==> config.mk <==
export PLATFORM = sky130hd
export DESIGN_NAME = focus_offset_auto_adjust
export DESIGN_NICKNAME = d
export VERILOG_FILES = /design/src/design/focus_adjust_pkg.sv /design/src/design/focus_offset_auto_adjust.sv
export SDC_FILE = /design/constraint.sdc
export NUM_CORES = 1
export LEC_CHECK = 0
export ABC_AREA = 0
export ABC_CLOCK_PERIOD_IN_PS = 10610
export BUFFER_PORTS_ARGS = -buffer_cell sky130_fd_sc_hd__buf_4
export CELL_PAD_IN_SITES_DETAIL_PLACEMENT = 0
export CELL_PAD_IN_SITES_GLOBAL_PLACEMENT = 2
export CORE_MARGIN = 10
export CORE_UTILIZATION = 35
export DETAILED_ROUTE_END_ITERATION = 12
export PLACE_DENSITY_LB_ADDON = 0.1
export SLEW_MARGIN = 20
export SYNTH_ARGS = -nofsm -noshare
export SYNTH_HDL_FRONTEND = slang
export SYNTH_SLANG_ARGS = --single-unit
==> constraint.sdc <==
create_clock -name aclk -period 10.61 [get_ports aclk]
set_clock_uncertainty 0.2 [all_clocks]
set_input_delay 0 -clock aclk [delete_from_list [all_inputs] [get_ports aclk]]
set_output_delay 0 -clock aclk [all_outputs]
set_load 0.01 [all_outputs]
==> src/design/focus_adjust_pkg.sv <==
// Constants shared by the focus offset auto-adjust controller
package focus_adjust_pkg;

   ////////////////////////////////////////////////////////////////////////////
   // Register map (byte addresses, one 32-bit word each)
   localparam logic [7:0] ADDR_CTRL       = 8'h00;
   localparam logic [7:0] ADDR_STATUS     = 8'h04;
   localparam logic [7:0] ADDR_COUNT      = 8'h08;
   localparam logic [7:0] ADDR_IRQ_STATUS = 8'h0C;
   localparam logic [7:0] ADDR_IRQ_ENABLE = 8'h10;
   localparam logic [7:0] ADDR_IRQ_CLEAR  = 8'h14;

   localparam int         CTRL_ENABLE_BIT    = 0;
   localparam int         CTRL_FORCE_INH_BIT = 1;
   localparam int         CTRL_W             = 2;
   localparam logic [1:0] CTRL_RESET         = 2'h1;

   localparam int         IRQ_DONE_BIT   = 0;
   localparam int         IRQ_ABORT_BIT  = 1;
   localparam int         IRQ_WINDOW_BIT = 2;
   localparam int         IRQ_W          = 3;
   localparam logic [2:0] IRQ_ENABLE_RESET = 3'h0;

   localparam logic [1:0] RESP_OKAY   = 2'h0;
   localparam logic [1:0] RESP_SLVERR = 2'h2;

   ////////////////////////////////////////////////////////////////////////////
   // Adjustment algorithm
   localparam logic [2:0]  START_LEVEL     = 3'h0;
   localparam logic [2:0]  BACKOFF_STEPS   = 3'h3;
   localparam logic [2:0]  LAST_WINDOW     = 3'h7;
   localparam logic [11:0] ERROR_THRESHOLD = 12'h7D0;
   localparam int          FRAMES_PER_STEP  = 256;
   localparam int          STEPS_PER_WINDOW = 6;
   localparam logic [10:0] WINDOW_EDGES = 11'(FRAMES_PER_STEP * STEPS_PER_WINDOW);

   ////////////////////////////////////////////////////////////////////////////
   // Timing at the 200 MHz system clock
   localparam int CLK_FREQ_KHZ      = 200000;
   localparam int TRACK_HOLD_US     = 1200;
   localparam int DONE_PULSE_US     = 3400;
   localparam int TRACK_HOLD_CYCLES = TRACK_HOLD_US * CLK_FREQ_KHZ / 1000;
   localparam int DONE_PULSE_CYCLES = DONE_PULSE_US * CLK_FREQ_KHZ / 1000;
   localparam int TIMER_W           = 20;

   typedef enum logic [1:0] {ST_IDLE, ST_MEASURE, ST_DONE} adj_state_e;

endpackage

==> src/design/focus_offset_auto_adjust.sv <==
// Focus offset auto-adjust controller with AXI4-Lite register access
//
// Decided for this implementation: the AXI4-Lite register port and the address map.
`timescale 1ns/10ps
`default_nettype none

module focus_offset_auto_adjust #(
   parameter int unsigned TRACK_HOLD_CYCLES = focus_adjust_pkg::TRACK_HOLD_CYCLES,
   parameter int unsigned DONE_PULSE_CYCLES = focus_adjust_pkg::DONE_PULSE_CYCLES
) (
   // Clock and reset
   input  wire logic        aclk,
   input  wire logic        aresetn,
   // AXI4-Lite write channels
   input  wire logic [7:0]  awaddr,
   input  wire logic        awvalid,
   output logic             awready,
   input  wire logic [31:0] wdata,
   input  wire logic [3:0]  wstrb,
   input  wire logic        wvalid,
   output logic             wready,
   output logic [1:0]       bresp,
   output logic             bvalid,
   input  wire logic        bready,
   // AXI4-Lite read channels
   input  wire logic [7:0]  araddr,
   input  wire logic        arvalid,
   output logic             arready,
   output logic [31:0]      rdata,
   output logic [1:0]       rresp,
   output logic             rvalid,
   input  wire logic        rready,
   // Offset switch drive
   output logic             offset_select_lsb,
   output logic             offset_select_mid,
   output logic             offset_select_msb,
   output logic             offset_inhibit,
   // Error and frame inputs
   input  wire logic        block_error_flag,
   input  wire logic        corrected_frame_pulse,
   input  wire logic        track_jump_hold,
   // Start/stop handshake line (two-way)
   input  wire logic        handshake_in,
   output logic             handshake_out,
   output logic             handshake_oe,
   // Interrupt
   output logic             irq
);

   ////////////////////////////////////////////////////////////////////////////
   // Level ordering helpers
   function automatic logic [2:0] level_down(input logic [2:0] l);
      return 3'(l - 3'h1);
   endfunction
   function automatic logic [2:0] level_up(input logic [2:0] l);
      return 3'(l + focus_adjust_pkg::BACKOFF_STEPS);
   endfunction

   ////////////////////////////////////////////////////////////////////////////
   // State
   focus_adjust_pkg::adj_state_e           state;
   logic [2:0]                             level, saved_level, window_cnt;
   logic [11:0]                            err_count, last_count, err_now;
   logic [10:0]                            edge_count;
   logic [focus_adjust_pkg::TIMER_W-1:0]   hold_timer, done_timer;
   logic [focus_adjust_pkg::CTRL_W-1:0]    ctrl;
   logic [focus_adjust_pkg::IRQ_W-1:0]     irq_status, irq_enable, next_irq_status;
   logic [focus_adjust_pkg::IRQ_W-1:0]     irq_clear, irq_events;
   logic [31:0]                            rd_word;
   logic                                   frame_prev, jump_prev, armed;
   logic                                   frame_rise, jump_rise, paused, count_ok, window_end;
   logic                                   exceed, start, abort, finish;
   logic                                   wr_fire, rd_mapped, wr_mapped;

   assign level = {offset_select_msb, offset_select_mid, offset_select_lsb};

   ////////////////////////////////////////////////////////////////////////////
   // Measurement qualifiers
   always_comb begin
      frame_rise = corrected_frame_pulse && !frame_prev;
      jump_rise  = track_jump_hold && !jump_prev;
      paused     = jump_rise || (hold_timer != '0);
      count_ok   = (state == focus_adjust_pkg::ST_MEASURE) && frame_rise && !paused;
      err_now    = 12'(err_count + {11'h000, count_ok && block_error_flag});
      window_end = count_ok && (edge_count == 11'(focus_adjust_pkg::WINDOW_EDGES - 11'h001));
      exceed     = err_now > focus_adjust_pkg::ERROR_THRESHOLD;
      start      = (state == focus_adjust_pkg::ST_IDLE) && armed && handshake_in
                   && ctrl[focus_adjust_pkg::CTRL_ENABLE_BIT];
      abort      = (state == focus_adjust_pkg::ST_MEASURE) && !handshake_in;
      finish     = !abort && window_end
                   && (exceed || window_cnt == focus_adjust_pkg::LAST_WINDOW);
   end
   always_ff @(posedge aclk) begin
      if (!aresetn) begin
         frame_prev <= 1'b0;
         jump_prev  <= 1'b0;
         hold_timer <= '0;
      end else begin
         frame_prev <= corrected_frame_pulse;
         jump_prev  <= track_jump_hold;
         if (jump_rise) begin
            hold_timer <= focus_adjust_pkg::TIMER_W'(TRACK_HOLD_CYCLES - 1);
         end else if (hold_timer != '0) begin
            hold_timer <= hold_timer - 1'b1;
         end
      end
   end
   // A start needs the line seen low first, so a controller still holding it
   // high after the done pulse does not retrigger at once.
   always_ff @(posedge aclk) begin
      if (!aresetn) begin
         armed <= 1'b0;
      end else if (start) begin
         armed <= 1'b0;
      end else if (!handshake_in && state != focus_adjust_pkg::ST_DONE) begin
         armed <= 1'b1;
      end
   end

   ////////////////////////////////////////////////////////////////////////////
   // Adjustment sequencer
   always_ff @(posedge aclk) begin
      if (!aresetn) begin
         state <= focus_adjust_pkg::ST_IDLE;
         {offset_select_msb, offset_select_mid, offset_select_lsb} <= focus_adjust_pkg::START_LEVEL;
         saved_level   <= focus_adjust_pkg::START_LEVEL;
         err_count     <= '0;
         last_count    <= '0;
         edge_count    <= '0;
         window_cnt    <= '0;
         done_timer    <= '0;
         handshake_oe  <= 1'b0;
         handshake_out <= 1'b0;
      end else begin
         handshake_out <= 1'b0;
         case (state)
            focus_adjust_pkg::ST_IDLE: begin
               if (start) begin
                  saved_level <= level;
                  {offset_select_msb, offset_select_mid, offset_select_lsb} <=
                     focus_adjust_pkg::START_LEVEL;
                  err_count   <= '0;
                  edge_count  <= '0;
                  window_cnt  <= '0;
                  state       <= focus_adjust_pkg::ST_MEASURE;
               end
            end
            focus_adjust_pkg::ST_MEASURE: begin
               if (abort) begin
                  {offset_select_msb, offset_select_mid, offset_select_lsb} <= saved_level;
                  state <= focus_adjust_pkg::ST_IDLE;
               end else if (window_end) begin
                  err_count  <= '0;
                  edge_count <= '0;
                  last_count <= err_now;
                  window_cnt <= window_cnt + 3'h1;
                  if (exceed) begin
                     {offset_select_msb, offset_select_mid, offset_select_lsb} <=
                        level_up(level);
                  end else begin
                     // Wrapping back to the start level after all eight ends the run
                     {offset_select_msb, offset_select_mid, offset_select_lsb} <=
                        level_down(level);
                  end
                  if (finish) begin
                     done_timer   <= focus_adjust_pkg::TIMER_W'(DONE_PULSE_CYCLES - 1);
                     handshake_oe <= 1'b1;
                     state        <= focus_adjust_pkg::ST_DONE;
                  end
               end else if (count_ok) begin
                  err_count  <= err_now;
                  edge_count <= edge_count + 11'h001;
               end
            end
            focus_adjust_pkg::ST_DONE: begin
               if (done_timer == '0) begin
                  handshake_oe <= 1'b0;
                  state        <= focus_adjust_pkg::ST_IDLE;
               end else begin
                  done_timer <= done_timer - 1'b1;
               end
            end
            default: begin
               handshake_oe <= 1'b0;
               state        <= focus_adjust_pkg::ST_IDLE;
            end
         endcase
      end
   end
   always_ff @(posedge aclk) begin
      if (!aresetn) begin
         offset_inhibit <= 1'b0;
      end else begin
         offset_inhibit <= ctrl[focus_adjust_pkg::CTRL_FORCE_INH_BIT] && !start
                           && (state != focus_adjust_pkg::ST_MEASURE);
      end
   end

   ////////////////////////////////////////////////////////////////////////////
   // Interrupts: a new event wins over a clear in the same cycle
   always_comb begin
      irq_events = '0;
      irq_events[focus_adjust_pkg::IRQ_DONE_BIT]   = finish;
      irq_events[focus_adjust_pkg::IRQ_ABORT_BIT]  = abort;
      irq_events[focus_adjust_pkg::IRQ_WINDOW_BIT] = window_end && !abort;
      irq_clear = (wr_fire && awaddr == focus_adjust_pkg::ADDR_IRQ_CLEAR && wstrb[0])
                  ? wdata[focus_adjust_pkg::IRQ_W-1:0] : '0;
      next_irq_status = (irq_status & ~irq_clear) | irq_events;
   end
   always_ff @(posedge aclk) begin
      if (!aresetn) begin
         irq_status <= '0;
         irq        <= 1'b0;
      end else begin
         irq_status <= next_irq_status;
         irq        <= |(next_irq_status & irq_enable);
      end
   end

   ////////////////////////////////////////////////////////////////////////////
   // AXI4-Lite slave: address and data are taken together, one cycle after
   // both are valid; simpler than separate buffering, still legal for masters
   assign wr_fire = awready && awvalid && wvalid;
   always_comb begin
      wr_mapped = (awaddr == focus_adjust_pkg::ADDR_CTRL)
               || (awaddr == focus_adjust_pkg::ADDR_IRQ_ENABLE)
               || (awaddr == focus_adjust_pkg::ADDR_IRQ_CLEAR);
      rd_mapped = 1'b1;
      rd_word   = 32'h00000000;
      case (araddr)
         focus_adjust_pkg::ADDR_CTRL:       rd_word = {30'h00000000, ctrl};
         focus_adjust_pkg::ADDR_STATUS:     rd_word = {24'h000000, armed, handshake_in,
                                               state, offset_inhibit, level};
         focus_adjust_pkg::ADDR_COUNT:      rd_word = {20'h00000, last_count};
         focus_adjust_pkg::ADDR_IRQ_STATUS: rd_word = {29'h00000000, irq_status};
         focus_adjust_pkg::ADDR_IRQ_ENABLE: rd_word = {29'h00000000, irq_enable};
         focus_adjust_pkg::ADDR_IRQ_CLEAR:  rd_word = 32'h00000000;
         default:                           rd_mapped = 1'b0;
      endcase
   end
   always_ff @(posedge aclk) begin
      if (!aresetn) begin
         awready <= 1'b0;
         wready  <= 1'b0;
         bvalid  <= 1'b0;
         bresp   <= focus_adjust_pkg::RESP_OKAY;
      end else begin
         awready <= !awready && !bvalid && awvalid && wvalid;
         wready  <= !awready && !bvalid && awvalid && wvalid;
         if (wr_fire) begin
            bvalid <= 1'b1;
            bresp  <= wr_mapped ? focus_adjust_pkg::RESP_OKAY : focus_adjust_pkg::RESP_SLVERR;
         end else if (bready) begin
            bvalid <= 1'b0;
         end
      end
   end
   always_ff @(posedge aclk) begin
      if (!aresetn) begin
         ctrl       <= focus_adjust_pkg::CTRL_RESET;
         irq_enable <= focus_adjust_pkg::IRQ_ENABLE_RESET;
      end else if (wr_fire && wstrb[0]) begin
         if (awaddr == focus_adjust_pkg::ADDR_CTRL) begin
            ctrl <= wdata[focus_adjust_pkg::CTRL_W-1:0];
         end
         if (awaddr == focus_adjust_pkg::ADDR_IRQ_ENABLE) begin
            irq_enable <= wdata[focus_adjust_pkg::IRQ_W-1:0];
         end
      end
   end
   always_ff @(posedge aclk) begin
      if (!aresetn) begin
         arready <= 1'b0;
         rvalid  <= 1'b0;
         rdata   <= 32'h00000000;
         rresp   <= focus_adjust_pkg::RESP_OKAY;
      end else begin
         arready <= !arready && !rvalid && arvalid;
         if (arready && arvalid) begin
            rvalid <= 1'b1;
            rdata  <= rd_word;
            rresp  <= rd_mapped ? focus_adjust_pkg::RESP_OKAY : focus_adjust_pkg::RESP_SLVERR;
         end else if (rready) begin
            rvalid <= 1'b0;
         end
      end
   end

   ////////////////////////////////////////////////////////////////////////////
   // Assertions
   a_start_level_zero: assert property (@(posedge aclk) disable iff (!aresetn)
      start |=> (level == 3'h0) && !offset_inhibit && (state == focus_adjust_pkg::ST_MEASURE))
      else $error("adjustment did not start at level 0");
   a_step_down_one: assert property (@(posedge aclk) disable iff (!aresetn)
      (window_end && !abort && !exceed) |=> level == level_down($past(level)))
      else $error("level did not step one down after a quiet window");
   a_wrap_seven: assert property (@(posedge aclk) disable iff (!aresetn)
      (window_end && !abort && !exceed && level == 3'h0) |=> level == 3'h7)
      else $error("level 0 did not step down to level 7");
   a_back_off_three: assert property (@(posedge aclk) disable iff (!aresetn)
      (window_end && !abort && exceed) |=> (level == 3'($past(level) + 3'h3))
      && (state == focus_adjust_pkg::ST_DONE))
      else $error("level did not back off three after threshold");
   a_hold_final: assert property (@(posedge aclk) disable iff (!aresetn)
      (state != focus_adjust_pkg::ST_MEASURE && !start) |=> $stable(level))
      else $error("level changed outside an adjustment");
   a_count_edge: assert property (@(posedge aclk) disable iff (!aresetn)
      (count_ok && !window_end && !abort && $rose(corrected_frame_pulse))
      |=> err_count == 12'($past(err_count) + {11'h000, $past(block_error_flag)}))
      else $error("error count missed a sampled block error");
   a_pause_jump: assert property (@(posedge aclk) disable iff (!aresetn)
      jump_rise |=> (hold_timer != '0 || TRACK_HOLD_CYCLES == 1) && $stable(err_count))
      else $error("track jump did not suspend counting");
   a_abort_restore: assert property (@(posedge aclk) disable iff (!aresetn)
      abort |=> (level == saved_level) && (state == focus_adjust_pkg::ST_IDLE))
      else $error("abort did not restore the earlier level");
   a_done_low: assert property (@(posedge aclk) disable iff (!aresetn)
      finish |=> handshake_oe && !handshake_out ##1 handshake_oe && !handshake_out)
      else $error("completion did not drive the line low");
   a_release_line: assert property (@(posedge aclk) disable iff (!aresetn)
      (state == focus_adjust_pkg::ST_DONE && done_timer == '0) |=> !handshake_oe)
      else $error("line not released after completion pulse");

endmodule

`default_nettype wire

==> results of run 1 <==
final cells by class:
type,count,area [sq um]
fillers,1688,9220
multi-input cells,548,3250
repair buffers,92,773
clock buffers,24,502
well taps,220,275
inverters,16,60.1
clock inverters,8,143
flip-flops and latches,118,2360
registers in the layout, indices dropped and copies added (netlist names), 2 cells and up:
signal / flops
hold_timer: 20
irq_status: 3
done_timer: 20
err_count: 12
irq_enable: 3
rdata: 12
ctrl: 2
last_count: 12
state: 2
window_cnt: 3
edge_count: 11
saved_level: 3
synth_stat cells, types with 3 or more instances:
cell      count
buf_4        26
nand4b_1      3
and2_1        9
nand3b_1      9
nand2_1      58
nand4_1      14
nor3_1       24
nor2_1      101
a31oi_1      17
a22oi_1      12
o311a_1       3
nor4_1       16
nand3_1      24
xor2_1       14
o21a_1        8
a211oi_1      9
clkbuf_1     31
nand2b_1     10
dfxtp_1     118
mux2i_1      11
and3_1        9
o21ai_0      23
a21oi_1      49
a21o_1        4
inv_1        16
o211a_1       4
xnor2_1      20
o31ai_1       4
nor3b_1       3
or3_1         6
nor2b_1       7
ha_1          9
a22o_1        3
metal layers:
layer  up-vias  track usage  share of wire
met3        22       0.0368          0.047
li1       2678            -              -
met5         -            0              0
met2       123        0.233           0.45
met4         0       0.0534          0.014
met1      2519        0.202           0.49
where the power goes:
group	switching (mW)	internal [mW]	total, mW
sequential	0.00783	0.452	0.460
combinational	0.0478	0.0358	0.0835
clock	0.204	0.423	0.627
logic make-up after synthesis:
family,after synthesis,synth area share
compound gates,158,0.178
xor+xnor,34,0.0504
fa+ha+maj,9,0.0190
buf+inv,76,0.0660
flops,118,0.400
mux,13,0.0224
other cells,1,0.000634
simple gates,311,0.264
final timing paths:
| path | to | slack [ns] | cells after the start |
|---|---|---|---|
| setup reg to reg | done_timer[8] | 5.28 | 13 |
| hold reg to reg | rdata[8] | 0.25 | 2 |
| hold / removal | irq_enable[0] | 0.008 | 6 |
| setup / recovery | done_timer[8] | 5.28 | 13 |
metrics by stage:
stage / power [mW] / hold slack [ns] / std cells / util / instance area (sq um)
final: 1.17 / 0.00781 / 1026 / 0.444 / 7360
after global routing: 1.21 / 0.0561 / 1026 / 0.444 / 7360
after CTS: 1.18 / 0.000971 / 1026 / 0.444 / 7360
after detailed placement: 0.546 / 0.0162 / 961 / 0.385 / 6380
after floorplan: 0.525 / -0.0817 / 742 / - / 5990
after global placement: 0.545 / 0.0145 / 961 / 0.385 / 6380
worst register-to-register path, cell delays in order, from the launching register on:
cell,delay (ns)
dfxtp_1,0.34
or4_1,0.60
nor3_1,0.46
nand3_1,0.39
nor2_1,0.38
ha_1,0.26
ha_1,0.34
nand2_1,0.20
o32a_1,0.37
o22a_1,0.17
or3_1,0.39
o31a_1,0.52
nand2_1,0.43
a31oi_1,0.15
==> impl_metrics.csv, run 1 <==
group,metric,value,unit
synth,yosys.area.top_type_share,0.400,
die,coreArea,0.0166,sq mm
final_layout,synthToLayoutAreaGrowth,24.6,%
final_layout,final_common_cell,"dfxtp_1",
global_routing,grt_pass1_vias,5275,
synth,synth.area.top_cells,"dfxtp_1 (40%), nor2_1 (6.4%), a21oi_1 (4.1%)",
sta,fin_ws,5.28,ns
critical_path,cp_slowest_cell,"or4_1",
clock_network,cts_made_buffers,17,
clock_network,clk-insertion-delay-late,0.42,ns
clock_network,cts_hold_buf,33,
synth,ys_warn_count,0,
final_layout,nets,865,
sta,fin_setup_tns,0,ns
critical_path,worstSetupEndpointType,"flop",
sta,max_slew_margin,0.370,
clock_network,clock_sinks,118,
critical_path,path_cells,"or4_1, nor3_1, nand3_1, nor2_1, ha_1, ha_1, nand2_1, o32a_1, o22a_1, or3_1, o31a_1, nand2_1, a31oi_1",
placement,dp_hpwl,11700,microns
sta,period_needed,5.33,ns
critical_path,cp-start-kind,"flop",
critical_path,cp_num_buf_inv,0,
global_routing,grt_usage,0.151,
routing,ant_nets,0,
sta,finalSetupViolCount,0,
critical_path,regToRegStartpoint,"hold_timer[12]",
synth,netlist_area,0.00591,sq mm
routing,firstDrtPassIters,5,
routing,vias,5342,
sta,worst_pin_slew,0.944,ns
synth,yosysSeqAreaShare,0.400,
synth,synth_top_area_cell,"dfxtp_1",
routing,wl,16800,microns
die,die_h,150,microns
synth,yosysUniqueCellTypes,67,
placement,gp_congestion,0.793,
final_layout,drive_gt1_frac,0.128,
critical_path,cp_top_family,"simple AND/OR/NAND/NOR gates",
pwr,p_leak,2.88,nW
sta,slew_viol_final,0,
die,die_area,0.0225,sq mm
global_routing,grt_overflow,0,
final_layout,antenna_cells,0,
sta,fmax,188,MHz
die,rows,47,
min_path,hold_class,"input port to flop",
pwr,ir_worst_vdd,0.111,mV
global_routing,grt_pass1_wl,27300,microns
synth,post_synth_inst_count,720,
outcome,outcome,"finished, final reports clean",
critical_path,cp_max_fo,12,
clock_network,cts_root_buf,"clkbuf_16",
synth,synth_edf_count,0,
min_path,holdCritStartpoint,"wstrb[0]",
die,ios,111,
clock_network,htree_levels,4,
clock_network,cts_resized,0,
global_routing,antenna_found_initial,0,
clock_network,cts_buffer_depth,2,
critical_path,max_stage_delay,0.60,ns
placement,port_buffers,55,
synth,synth_seq_cells,118,
synth,avgSynthCellArea,8.21,sq um
critical_path,setup.worst_path.start,"hold_timer[12]",
final_layout,final_cell_mix,"dfxtp_1 (118), nor2_1 (101), buf_4 (59), nand2_1 (58), a21oi_1 (49)",
placement,preCtsSetupSlack,5.33,ns
routing,vias_per_cell,5.21,
critical_path,arrival,5.41,ns
synth,synthArstFlopShare,0,
sta,hold_viol,0,
critical_path,path_class,"flop to flop",
critical_path,worst_ep_required_time,10.69,ns
routing,drt_iter0_drc,276,
run,drv_cap,0,
die,start_util,0.356,
routing,wl_per_cell,16.3,microns
die,chipWidth,150,microns
sta,period_share,0.502,
sta,rsz0062_at_grt,"false",
clock_network,postCtsSetupBuffers,0,
pwr,power_density,159,mW/mm^2
clock_network,path_clk_slew,0.05,ns
global_routing,grt_max_degree,54,
synth,synth_flop_cell,"dfxtp_1",
routing,drcViolationCount,0,
clock_network,cts_tree,"done",
(Power assumes the default switching activity.)
==> run 2, diff against run 1 <==
--- a/config.mk
+++ b/config.mk
@@ -6,12 +6,12 @@
 export NUM_CORES = 1
 export LEC_CHECK = 0
 export ABC_AREA = 0
-export ABC_CLOCK_PERIOD_IN_PS = 10610
+export ABC_CLOCK_PERIOD_IN_PS = 5100
 export BUFFER_PORTS_ARGS = -buffer_cell sky130_fd_sc_hd__buf_4
 export CELL_PAD_IN_SITES_DETAIL_PLACEMENT = 0
 export CELL_PAD_IN_SITES_GLOBAL_PLACEMENT = 2
 export CORE_MARGIN = 10
-export CORE_UTILIZATION = 35
+export CORE_UTILIZATION = 33
 export DETAILED_ROUTE_END_ITERATION = 12
 export PLACE_DENSITY_LB_ADDON = 0.1
 export SLEW_MARGIN = 20
==> constraint.sdc (replaced) <==
create_clock -name aclk -period 5.1 [get_ports aclk]
set_clock_uncertainty 0.2 [all_clocks]
set_input_delay 0 -clock aclk [delete_from_list [all_inputs] [get_ports aclk]]
set_output_delay 0 -clock aclk [all_outputs]
set_load 0.01 [all_outputs]
==> impl_metrics.csv, run 2 (synthesis gave the netlist of run 1 again) <==
group,metric,value,unit
critical_path,path_class,"flop to flop",
min_path,hold_class,"input port to flop",
routing,vias,5396,
clock_network,cts_root_buf,"clkbuf_16",
die,die_area,0.0237,sq mm
sta,period_share,0.877,
clock_network,cts_hold_buf,32,
critical_path,arrival,4.58,ns
routing,firstDrtPassIters,4,
global_routing,grt_pass1_wl,28400,microns
pwr,ir_worst_vdd,0.250,mV
routing,wl_per_cell,16.7,microns
die,coreArea,0.0174,sq mm
die,die_h,154,microns
final_layout,antenna_cells,0,
run,drv_cap,0,
final_layout,final_cell_mix,"dfxtp_1 (118), nor2_1 (101), buf_4 (65), nand2_1 (58), a21oi_1 (48)",
final_layout,drive_gt1_frac,0.138,
clock_network,path_clk_slew,0.06,ns
clock_network,htree_levels,4,
critical_path,cp-start-kind,"flop",
clock_network,postCtsSetupBuffers,0,
clock_network,cts_resized,0,
die,rows,48,
sta,fin_setup_tns,0,ns
sta,worst_pin_slew,1.02,ns
global_routing,grt_pass1_vias,5464,
global_routing,antenna_found_initial,1,
sta,finalSetupViolCount,0,
outcome,outcome,"finished, final reports clean",
final_layout,synthToLayoutAreaGrowth,24.4,%
critical_path,r2r_slack,0.63,ns
placement,dp_hpwl,12300,microns
sta,max_slew_margin,0.314,
final_layout,nets,870,
clock_network,cts_made_buffers,17,
final_layout,n_fill_cell,1776,
final_layout,final_common_cell,"dfxtp_1",
routing,drt_iter0_drc,220,
clock_network,cts_tree,"done",
routing,drcViolationCount,0,
die,start_util,0.339,
pwr,report.power.total,2.33,mW
placement,gp_congestion,0.775,
routing,vias_per_cell,5.21,
clock_network,cts_buffer_depth,2,
pwr,p_leak,2.87,nW
final_layout,largest_registers,"done_timer (20), hold_timer (20)",
critical_path,cp_max_fo,11,
sta,rsz0062_at_grt,"false",
global_routing,grt_usage,0.146,
clock_network,clock_sinks,118,
placement,port_buffers,55,
final_layout,final_area,0.00735,sq mm
clock_network,clk-insertion-delay-late,0.41,ns
die,ios,111,
pwr,power_density,317,mW/mm^2
sta,slew_viol_final,0,
routing,wl,17300,microns
critical_path,worst_ep_required_time,5.21,ns
critical_path,worstSetupEndpointType,"flop",
routing,ant_nets,0,
global_routing,grt_max_degree,51,
sta,hold_viol,0,
global_routing,grt_overflow,0,
die,chipWidth,154,microns
placement,place_area,0.00643,sq mm
sta,period_needed,4.47,ns
sta,fmax,224,MHz
[run 2: per-stage QoR]
step / setup slack [ns] / hold slack [ns] / instances / utilization
2_1_floorplan: 0.987 / -0.0817 / 742 / -
5_1_grt: 0.329 / 0.0679 / 1036 / 0.422
3_3_place_gp: 0.678 / 0.0155 / 972 / 0.369
3_5_place_dp: 0.619 / 0.0197 / 972 / 0.369
4_1_cts: 0.621 / 0.0216 / 1036 / 0.422
6_report: 0.626 / 0.0329 / 1036 / 0.422
[run 2: path summary, 6_finish.rpt]
kind,from,end,cells after the start
max,hold_timer[4],done_timer[9],14
min,wstrb[0],irq_status[0],6
max reg2reg,hold_timer[4],done_timer[9],14
min reg2reg,rdata[9],rdata[9],2
[run 2: layer usage]
metal  vias to the layer above  GRT usage  share of wire
met5                         -          0              0
met4                         0     0.0468         0.0099
met3                        15     0.0413          0.057
met2                       126      0.237           0.47
met1                      2560      0.183           0.46
li1                       2695          -              -
[run 2: area by class of cell]
| class | instances | area [sq um] | area share |
|---|---|---|---|
| well taps | 225 | 282 | 0.0383 |
| multi-input cells | 548 | 3250 | 0.441 |
| clock buffers | 20 | 467 | 0.0635 |
| flip-flops and latches | 118 | 2360 | 0.321 |
| clock inverters | 12 | 128 | 0.0174 |
| repair buffers | 97 | 808 | 0.110 |
| inverters | 16 | 60.1 | 0.00817 |
[run 2: where the power goes]
group          switching [mW]  leakage (nW)  internal, mW  total (mW)
combinational           0.103          1.63        0.0769       0.179
clock                   0.438         0.284         0.755        1.19
sequential             0.0169         0.956         0.940       0.957
[run 2: critical path, cell delays in order, from the launching register on]
cell and delay [ns]:
dfxtp_1 0.34, or4_4 0.54, and4bb_2 0.38, nand3_1 0.27, nor2_1 0.26, ha_1 0.23, ha_1 0.17, nand2_1 0.13
o32a_1 0.36, o22a_1 0.17, or3_1 0.39, o31a_1 0.35, buf_4 0.20, nor4b_1 0.15, a41o_1 0.22
